File: src/rtl/power_mgmt_pkg.sv
// power management register set: offsets, field positions, reset values
// assumes an 8-bit special function register access port on the core clock
package power_mgmt_pkg;

  // register addresses on the special function register port
  localparam logic [7:0] ADDR_KEY_UNLOCK   = 8'h00_C1;
  localparam logic [7:0] ADDR_IRQ_PIN_CFG  = 8'h00_FF;
  localparam logic [7:0] ADDR_PERIPHERAL_CONFIG_REGISTER_CFG   = 8'h00_F4;
  localparam logic [7:0] ADDR_SWITCHOVER   = 8'h00_F5;
  localparam logic [7:0] ADDR_EVENT_FLAGS  = 8'h00_F8;
  localparam logic [7:0] ADDR_EVENT_ENABLE = 8'h00_EC;
  localparam logic [7:0] ADDR_CONV_START   = 8'h00_D8;

  // bit addresses of the flag register bits (bit-addressable window)
  localparam logic [7:0] BITADDR_FLAGS_BASE = 8'h00_F8;
  localparam logic [7:0] BITADDR_FLAGS_TOP  = 8'h00_FF;

  // unlock value for the interrupt-pin configuration register
  localparam logic [7:0] KEY_IRQ_PIN_UNLOCK = 8'h00_EA;

  // power event flag bit positions
  localparam int FLAG_SUPPLY_RESTORED = 7;
  localparam int FLAG_POWER_SUMMARY   = 6;
  localparam int FLAG_LINE_SAG        = 5;
  localparam int FLAG_RESERVED        = 4;
  localparam int FLAG_DC_INPUT_ADC    = 3;
  localparam int FLAG_BATTERY_MONITOR = 2;
  localparam int FLAG_SWITCHOVER      = 1;
  localparam int FLAG_DC_INPUT_LOW    = 0;

  // peripheral configuration bit positions
  localparam int PERIPHERAL_CONFIG_REGISTER_RX_WAKE   = 7;
  localparam int PERIPHERAL_CONFIG_REGISTER_SOURCE    = 6;
  localparam int PERIPHERAL_CONFIG_REGISTER_MAIN_OK   = 5;
  localparam int PERIPHERAL_CONFIG_REGISTER_PLL_FAULT = 4;
  localparam int PERIPHERAL_CONFIG_REGISTER_REF_SLEEP = 3;
  localparam int CONV_PLL_ACK     = 7;

  // writable masks: reserved bits stay zero
  localparam logic [7:0] FLAGS_WR_MASK   = 8'h00_EF;
  localparam logic [7:0] ENABLE_WR_MASK  = 8'h00_BF;
  localparam logic [7:0] SWITCH_WR_MASK  = 8'h00_03;
  localparam logic [7:0] IRQPIN_WR_MASK  = 8'h00_6F;

  // reset values
  localparam logic [7:0] RESET_FLAGS     = 8'h00_00;
  localparam logic [7:0] RESET_ENABLE    = 8'h00_00;
  localparam logic [7:0] RESET_SWITCHOVER = 8'h00_00;
  localparam logic [7:0] RESET_IRQ_PIN   = 8'h00_00;
  localparam logic [7:0] RESET_KEY       = 8'h00_00;
  localparam logic [1:0] RESET_RX_FUNC   = 2'h0;

  // switchover select encodings
  typedef enum logic [1:0] {
    SW_LOW_MAIN        = 2'b00,
    SW_LOW_MAIN_OR_DC  = 2'b01,
    SW_DISABLED_A      = 2'b10,
    SW_DISABLED_B      = 2'b11
  } switchover_select_e;

  // receive pin function encodings
  typedef enum logic [1:0] {
    RX_GPIO        = 2'b00,
    RX_NO_WAKE     = 2'b01,
    RX_RESERVED    = 2'b10,
    RX_WITH_WAKE   = 2'b11
  } rx_pin_function_e;

endpackage

File: src/rtl/power_mgmt_status_regs.sv
// power management register set: key lock, event flags, switchover and
// peripheral configuration/status, on the core's special function port
// assumes one clock; analog status pins arrive asynchronously and are
// synchronised here; event pulses from on-chip logic are same-clock
//
// Behaviour
// - pin configuration writes allowed only while key register holds 0xEA
// - supply-restored flag, bit 7, sets on battery to main change
// - summary flag, bit 6, sets on any enabled power event
// - line sag flag, bit 5, sets on front-end sag report
// - dc input converter flag, bit 3, sets on delta or new measurement
// - battery monitor flag, bit 2, sets on low battery or new measurement
// - switchover flag, bit 1, sets on main to battery change
// - dc input low flag, bit 0, sets when dc input under 1.2 V
// - switchover select: 00 low main, 01 main or dc low, 1X disabled
// - peripheral bit 7 sets when receive edge woke deep sleep
// - peripheral bit 6 shows supply source, 1 main, resets to 1
// - peripheral bit 5 shows main supply ready, resets to 1
// - pll fault bit 4 sets on lost lock, cleared by ack write
// - peripheral bit 3 keeps reference enabled in deep sleep
// - receive pin function: 00 gpio, 01 rx no wake, 11 rx wake
// - each flag feeds summary only when its enable bit is set
module power_mgmt_status_regs
  import power_mgmt_pkg::*;
(
  input  wire logic       clock_i,
  input  wire logic       resetn_i,
  input  wire logic       clock_en_i,
  // special function register port
  input  wire logic [7:0] sfr_addr_i,
  input  wire logic [7:0] sfr_wdata_i,
  input  wire logic       sfr_wr_i,
  input  wire logic       sfr_rd_i,
  input  wire logic [7:0] bit_addr_i,
  input  wire logic       bit_wdata_i,
  input  wire logic       bit_wr_i,
  output logic      [7:0] sfr_rdata_o,
  output logic            sfr_rvalid_o,
  // analog status levels (asynchronous)
  input  wire logic       main_supply_low_i,
  input  wire logic       dc_input_low_i,
  input  wire logic       main_supply_ok_i,
  input  wire logic       pll_locked_i,
  input  wire logic       second_rx_input_i,
  // same-clock event pulses
  input  wire logic       line_sag_i,
  input  wire logic       dc_input_delta_i,
  input  wire logic       dc_input_meas_done_i,
  input  wire logic       battery_low_i,
  input  wire logic       battery_meas_done_i,
  input  wire logic       deep_sleep_mode_i,
  // controls out
  output logic            switched_supply_out_o,
  output logic            power_summary_irq_o,
  output logic            ref_in_sleep_enable_o,
  output logic      [1:0] rx_pin_function_o,
  output logic      [7:0] irq_pin_config_o
);

  typedef struct packed {
    logic [2:0] sync_main_low;
    logic [2:0] sync_dc_low;
    logic [2:0] sync_main_ok;
    logic [2:0] sync_pll_lock;
    logic [2:0] sync_rx;
    logic       main_low;     // filtered levels
    logic       dc_low;
    logic       main_ok;
    logic       pll_lock;
    logic       rx_level;
    logic       on_battery;   // 1 while switched supply is from battery
    logic [7:0] key;
    logic [7:0] irq_pin;
    logic [7:0] flags;
    logic [7:0] enable;
    logic [1:0] sw_select;
    logic       rx_wake;
    logic       pll_fault;
    logic       ref_sleep;
    logic [1:0] rx_func;
    logic [7:0] rdata;
    logic       rvalid;
  } state_s;

  state_s cur;
  state_s next_cur;

  // address match used by byte writes; reads decode the address with a case
  function automatic logic hit(input logic [7:0] a, input logic [7:0] ref_addr);
    hit = (a == ref_addr);
  endfunction

  // filtered level: change accepted once stages two and three agree
  function automatic logic filt(input logic [2:0] s, input logic prev);
    filt = (s[1] == s[2]) ? s[2] : prev;
  endfunction

  logic       wr_flags;
  logic       wr_enable;
  logic       wr_switch;
  logic       wr_peripheral_config_register;
  logic       wr_irqpin;
  logic [7:0] flag_set;
  logic       want_battery;
  logic [7:0] peripheral_config_register_view;

  always_comb
  begin
    wr_flags  = sfr_wr_i && hit(sfr_addr_i, ADDR_EVENT_FLAGS);
    wr_enable = sfr_wr_i && hit(sfr_addr_i, ADDR_EVENT_ENABLE);
    wr_switch = sfr_wr_i && hit(sfr_addr_i, ADDR_SWITCHOVER);
    wr_peripheral_config_register = sfr_wr_i && hit(sfr_addr_i, ADDR_PERIPHERAL_CONFIG_REGISTER_CFG);
    wr_irqpin = sfr_wr_i && hit(sfr_addr_i, ADDR_IRQ_PIN_CFG);
  end

  // switchover decision; 1X never moves to battery, so it also returns
  always_comb
  begin
    case (switchover_select_e'(cur.sw_select))
      SW_LOW_MAIN:       want_battery = cur.main_low;
      SW_LOW_MAIN_OR_DC: want_battery = cur.main_low | cur.dc_low;
      default:           want_battery = 1'b0;
    endcase
  end

  // event set terms; summary built from the enabled individual events
  always_comb
  begin
    flag_set = 8'h00_00;
    flag_set[FLAG_SUPPLY_RESTORED] = cur.on_battery & ~want_battery;
    flag_set[FLAG_LINE_SAG]        = line_sag_i;
    flag_set[FLAG_DC_INPUT_ADC]    = dc_input_delta_i | dc_input_meas_done_i;
    flag_set[FLAG_BATTERY_MONITOR] = battery_low_i | battery_meas_done_i;
    flag_set[FLAG_SWITCHOVER]      = ~cur.on_battery & want_battery;
    // rising edge of the filtered level, seen as it is accepted
    flag_set[FLAG_DC_INPUT_LOW]    = filt(cur.sync_dc_low, cur.dc_low) & ~cur.dc_low;
    flag_set[FLAG_POWER_SUMMARY]   = |(flag_set & cur.enable & ENABLE_WR_MASK);
  end

  // peripheral register as software reads it
  always_comb
  begin
    peripheral_config_register_view = {cur.rx_wake, ~cur.on_battery, cur.main_ok, cur.pll_fault,
                   cur.ref_sleep, 1'b0, cur.rx_func};
  end

  // next-state logic; hardware sets beat software clears in the same cycle
  always_comb
  begin
    next_cur = cur;
    next_cur.sync_main_low = {cur.sync_main_low[1:0], main_supply_low_i};
    next_cur.sync_dc_low   = {cur.sync_dc_low[1:0], dc_input_low_i};
    next_cur.sync_main_ok  = {cur.sync_main_ok[1:0], main_supply_ok_i};
    next_cur.sync_pll_lock = {cur.sync_pll_lock[1:0], pll_locked_i};
    next_cur.sync_rx       = {cur.sync_rx[1:0], second_rx_input_i};
    next_cur.main_low = filt(cur.sync_main_low, cur.main_low);
    next_cur.dc_low   = filt(cur.sync_dc_low, cur.dc_low);
    next_cur.main_ok  = filt(cur.sync_main_ok, cur.main_ok);
    next_cur.pll_lock = filt(cur.sync_pll_lock, cur.pll_lock);
    next_cur.rx_level = filt(cur.sync_rx, cur.rx_level);
    next_cur.on_battery = want_battery;

    // key register at its own address; software closes it again
    if (sfr_wr_i && hit(sfr_addr_i, ADDR_KEY_UNLOCK))
      next_cur.key = sfr_wdata_i;

    // protected register: ignored unless unlocked
    if (wr_irqpin && (cur.key == KEY_IRQ_PIN_UNLOCK))
      next_cur.irq_pin = sfr_wdata_i & IRQPIN_WR_MASK;

    if (wr_enable)
      next_cur.enable = sfr_wdata_i & ENABLE_WR_MASK;
    if (wr_switch)
      next_cur.sw_select = sfr_wdata_i[1:0];
    if (wr_peripheral_config_register)
    begin
      next_cur.ref_sleep = sfr_wdata_i[PERIPHERAL_CONFIG_REGISTER_REF_SLEEP];
      next_cur.rx_func   = sfr_wdata_i[1:0];
      next_cur.rx_wake   = cur.rx_wake & sfr_wdata_i[PERIPHERAL_CONFIG_REGISTER_RX_WAKE];
    end

    // flag register: byte write, then single-bit write, then sets
    if (wr_flags)
      next_cur.flags = sfr_wdata_i & FLAGS_WR_MASK;
    if (bit_wr_i && (bit_addr_i >= BITADDR_FLAGS_BASE)
        && (bit_addr_i != (BITADDR_FLAGS_BASE + 8'h00_04)))
      next_cur.flags[bit_addr_i[2:0]] = bit_wdata_i;
    next_cur.flags = next_cur.flags | flag_set;

    // wake flag only when the pin is a receive input with wake-up
    if (deep_sleep_mode_i && (rx_pin_function_e'(cur.rx_func) == RX_WITH_WAKE)
        && (cur.rx_level != filt(cur.sync_rx, cur.rx_level)))
      next_cur.rx_wake = 1'b1;

    // pll fault: ack write clears, loss of lock sets and wins
    if (sfr_wr_i && hit(sfr_addr_i, ADDR_CONV_START) && sfr_wdata_i[CONV_PLL_ACK])
      next_cur.pll_fault = 1'b0;
    if (!cur.pll_lock)
      next_cur.pll_fault = 1'b1;

    // read port, one cycle latency; unmapped reads return zero
    next_cur.rvalid = sfr_rd_i;
    next_cur.rdata  = 8'h00_00;
    if (sfr_rd_i)
    begin
      case (sfr_addr_i)
        ADDR_KEY_UNLOCK:   next_cur.rdata = cur.key;
        ADDR_IRQ_PIN_CFG:  next_cur.rdata = cur.irq_pin;
        ADDR_EVENT_FLAGS:  next_cur.rdata = cur.flags;
        ADDR_EVENT_ENABLE: next_cur.rdata = cur.enable;
        ADDR_SWITCHOVER:   next_cur.rdata = {6'h00, cur.sw_select};
        ADDR_PERIPHERAL_CONFIG_REGISTER_CFG:   next_cur.rdata = peripheral_config_register_view;
        default:           next_cur.rdata = 8'h00_00;
      endcase
    end
  end

  // single register of the whole state; clock enable freezes it all
  always_ff @(posedge clock_i)
  begin
    if (!resetn_i)
    begin
      cur            <= '0;
      cur.main_ok    <= 1'b1;
      cur.pll_lock   <= 1'b1;   // avoid a false fault before first sample
      // sync stages start at the good level so the filter does not drop them
      cur.sync_main_ok  <= 3'h7;
      cur.sync_pll_lock <= 3'h7;
      cur.on_battery <= 1'b0;
      cur.key        <= RESET_KEY;
      cur.irq_pin    <= RESET_IRQ_PIN;
      cur.flags      <= RESET_FLAGS;
      cur.enable     <= RESET_ENABLE;
      cur.sw_select  <= RESET_SWITCHOVER[1:0];
      cur.rx_func    <= RESET_RX_FUNC;
    end
    else if (clock_en_i)
      cur <= next_cur;
  end

  // outputs straight from state flip-flops
  assign sfr_rdata_o           = cur.rdata;
  assign sfr_rvalid_o          = cur.rvalid;
  assign switched_supply_out_o = ~cur.on_battery;
  assign power_summary_irq_o   = cur.flags[FLAG_POWER_SUMMARY];
  assign ref_in_sleep_enable_o = cur.ref_sleep;
  assign rx_pin_function_o     = cur.rx_func;
  assign irq_pin_config_o      = cur.irq_pin;

endmodule

File: config.mk
export PLATFORM = sky130hd
export DESIGN_NAME = power_mgmt_status_regs
export DESIGN_NICKNAME = d
export VERILOG_FILES = /design/src/rtl/power_mgmt_pkg.sv /design/src/rtl/power_mgmt_status_regs.sv
export SDC_FILE = /design/constraint.sdc
export NUM_CORES = 1
export LEC_CHECK = 0
export BUFFER_PORTS_ARGS = -buffer_cell sky130_fd_sc_hd__buf_4
export CORE_ASPECT_RATIO = 0.8
export CORE_MARGIN = 1
export CORE_UTILIZATION = 56
export CTS_BUF_LIST = sky130_fd_sc_hd__clkbuf_4 sky130_fd_sc_hd__clkbuf_8 sky130_fd_sc_hd__clkbuf_16
export CTS_CLUSTER_SIZE = 25
export DETAILED_ROUTE_END_ITERATION = 6
export PLACE_DENSITY_LB_ADDON = 0.3
export SETUP_SLACK_MARGIN = 0.3
export SLEW_MARGIN = 30
export SYNTH_ARGS = -nofsm -noshare
export SYNTH_HDL_FRONTEND = slang
export SYNTH_SLANG_ARGS = --single-unit
File: constraint.sdc
create_clock -name clock_i -period 1.8 [get_ports clock_i]
set_input_delay 0 -clock clock_i [delete_from_list [all_inputs] [get_ports clock_i]]
set_output_delay 0 -clock clock_i [all_outputs]
set_load 0.01 [all_outputs]
==> out/qor.json <==
{
  "finalHoldViolCount": 0,
  "fin_total_pwr_mw": 3.24,
  "antenna_found_initial": 0,
  "fp.coreArea_um2": 5970,
  "synth.cells.most_frequent": "sky130_fd_sc_hd__dfxtp_1, sky130_fd_sc_hd__mux2i_1, sky130_fd_sc_hd__nand2_1, sky130_fd_sc_hd__nor2b_1, sky130_fd_sc_hd__o21ai_0",
  "syn_area_per_cell_um2": 8.81,
  "slowest_stage": "sky130_fd_sc_hd__nor4bb_2",
  "place_congestion": 0.931,
  "arrival_ns": 1.72,
  "floorplan.die.width_um": 90.5,
  "hold_path.class": "in2reg",
  "final.setup.tns_ns": 0,
  "maxSlewHeadroom_pct": 61.9,
  "max_cap_viol_count": 0,
  "placedCellCount": 515,
  "path_clk_slew_ns": 0.07,
  "final_antenna_net_count": 0,
  "netlist_cell_types": 57,
  "start_kind": "flop",
  "antenna_cells_inserted": 0,
  "area_delta_synth_final_pct": 25.2,
  "cts_buffers": 9,
  "hpwl_um": 6570,
  "globalRouteTotalUtil_pct": 29.8,
  "timing.critical_path.max_delay_family": "simple AND/OR/NAND/NOR gates",
  "grt_use_met2_pct": 46.3,
  "final_instance_count_without_filler_cells": 550,
  "synth_area_leaders": "sky130_fd_sc_hd__dfxtp_1, sky130_fd_sc_hd__mux2i_1, sky130_fd_sc_hd__nor2b_1, sky130_fd_sc_hd__buf_4, sky130_fd_sc_hd__nand2_1",
  "crit_path_cell_trace": "nor4bb_2, nand3_2, buf_4, mux2i_1, nor2b_1",
  "post_drt_wl_per_cell_um": 17.3,
  "grt_max_degree": 69,
  "yosys_warnings": 0,
  "capturing_element_type_of_the_critical_path": "flop",
  "netlist_instances": 398,
  "drtIter0Drc": 317,
  "synth-seq-cells": 66,
  "worst_r2r_startpoint": "cur[45]$_SDFFE_PN0P_",
  "critical_path.endpoint": "irq_pin_config_o[6]$_SDFFE_PN0P_",
  "globalRouteOverflowTotal": 0,
  "insertion_delay_ns": 0.34,
  "vdd_ir_drop_max_uv": 695,
  "reg2reg_path_depth": 5,
  "synth_top_cell_by_area": "sky130_fd_sc_hd__dfxtp_1",
  "mappedNetlistArea_um2": 3510,
  "fin_crit_sh_pct": 82.7,
  "vias": 3282,
  "globalRouteMet1Util_pct": 40.1,
  "cts_tree": "yes",
  "die_area_um2": 6580,
  "post_route_cells_drive_above_1_share_pct": 23.9,
  "post_drt_via_cell_ratio": 5.97,
  "postRouteWirelength_um": 9540,
  "port_buffers": 61,
  "post-synth-top-count-cell": "sky130_fd_sc_hd__dfxtp_1",
  "p_leak_nw": 1.84,
  "status": "finished clean",
  "number_of_global_route_vias_before_repair": 2993,
  "grt_setup_unrepaired": "yes",
  "ys.flop_type": "sky130_fd_sc_hd__dfxtp_1",
  "synth.top_cell.area_share_pct": 37.7,
  "io_pins": 64,
  "final_max_slew_viol_count": 0,
  "max_freq_mhz": 672,
  "register_to_register_setup_slack_ns": 0.31,
  "grt_first_pass_wirelength_um": 15200,
  "num_rows": 25,
  "final_period_minus_worst_setup_slack_ns": 1.49,
  "yosysSeqAreaShare_pct": 37.7,
  "worst_ep_required_time_ns": 2.03,
  "busiest_layer": "met2",
  "number_of_enable_type_register_cells_in_the_synthesized_netlist": 0,
  "power_density_relative_to_cell_area_nw_per_um2": 739,
  "route.detailed.drc": 0,
  "path_depth": 5,
  "finish.net_count": 506,
  "grt_use_met3_pct": 7.40,
  "clock-root-buffer": "sky130_fd_sc_hd__clkbuf_8",
  "path_max_fanout": 5,
  "fin_skew_ns": 0.00702,
  "number_of_buffer_and_inverter_stages_on_the_critical_path": 1,
  "ys_async_sr_fraction_pct": 0,
  "worstReg2RegEnd": "irq_pin_config_o[6]$_SDFFE_PN0P_",
  "cts_sinks": 66,
  "setup_violations": 0,
  "path_class": "reg2reg",
  "max_slew.worst_pin.slew_ns": 0.571,
  "chipHeight_um": 72.8,
  "ctsLongestPathBuffers": 2,
  "cp_slowest_stage_delay_ns": 0.38,
  "initial_utilization_pct": 58.7,
  "nFillCells": 448,
  "drt_pass1_iterations": 5,
  "htreeDepth": 3,
  "critical_path.startpoint": "cur[45]$_SDFFE_PN0P_"
}
-- what timing repair did --
| action | CTS | global route |
|---|---|---|
| resized for setup | 0 | 6 |
| endpoints found under the setup margin | 0 | 7 |
| hold buffers | 16 | 0 |
| buffers inserted | 0 | 3 |
| hold endpoints to repair | 29 | 0 |
-- layer usage --
metal | up-vias | part of all wire (%)
li1 | 1553 | -
met1 | 1525 | 45
met5 | - | 0
met4 | 0 | 1.9
met3 | 20 | 9.2
met2 | 184 | 44
-- sequential cells by signal, summed over array words and instances (netlist names) --
name	count
ref_in_sleep_enable_o	1
sfr_rdata_o	8
power_summary_irq_o	1
cur	47
irq_pin_config_o	6
rx_pin_function_o	2
sfr_rvalid_o	1
-- cell usage in the layout, fill, tap and decap left out, drive strengths merged, types with 3 or more instances in the layout --
cell type    instances
a21boi              14
a21o                 3
a21oi               13
a221oi               3
a22o                 8
a31o                 3
a32oi                4
and3                 6
buf                 80
clkbuf              11
dfxtp               66
dlygate4sd3         16
inv                  7
mux2i               40
nand2               37
nand2b               6
nand3               19
nand3b               3
nand4                4
nor2                11
nor2b               33
nor3                10
nor3b                4
nor4                 5
o21a                 3
o21ai               20
o31ai                3
-- worst min-delay path: stages --
cell and delay (ns):
sky130_fd_sc_hd__buf_4 0.19, sky130_fd_sc_hd__mux2i_1 0.10, sky130_fd_sc_hd__nand2_1 0.06
-- how the worst min path moves through the flow --
stage                             start              endpoint  slack, ns  depth (start not counted)
after global routing      sfr_addr_i[5]  cur[28]$_SDFFE_PN0P_       0.02                          3
after CTS                 battery_low_i  cur[26]$_SDFFE_PN0P_       0.01                          5
after detailed placement   pll_locked_i  cur[57]$_SDFFE_PN1P_       0.22                          3
after floorplan            pll_locked_i  cur[57]$_SDFFE_PN1P_       0.13                          2
final                        clock_en_i  cur[62]$_SDFFE_PN1P_       0.02                          3
after global placement     pll_locked_i  cur[57]$_SDFFE_PN1P_       0.22                          3
-- area by class of cell --
type,instances,area [µm²],share of cell area [%]
clock buffer,11,145,3.31
clock inverter,5,77.6,1.77
inverter,7,26.3,0.598
multi-input combinational,284,1950,44.3
sequential,66,1320,30.1
tap,81,101,2.31
timing repair buffer,96,773,17.6
-- power breakdown --
group | internal, mW | switching (mW)
Clock | 0.829 | 0.575
Sequential | 1.48 | 0.0216
Combinational | 0.164 | 0.171
-- kinds of logic (layout without fill, tap and decap cells) --
group                     after synthesis  after routing  share of synthesized area, %
DFF                                    66             66                          37.7
and+or+nand+nor                       148            148                          23.8
other                                   1              2                         0.107
AOI/OAI and AO/OA                      91             91                          18.3
muxes                                  42             42                          12.3
buffers and inverters                  49            119                          7.60
xor gates and xnor gates                1              1                         0.250
-- through the flow --
step                      cell area, µm²  setup WS, ns  hold WS, ns  utilization [%]
after floorplan                     3510         0.234        0.128                -
after detailed placement            3960        0.0214        0.218             66.3
final                               4390         0.312       0.0206             73.5
after global routing                4390         0.229       0.0247             73.5
after global placement              3960        0.0440        0.215             66.3
after CTS                           4340         0.356       0.0137             72.7
No activity file was read; power rests on OpenSTA's default activity.
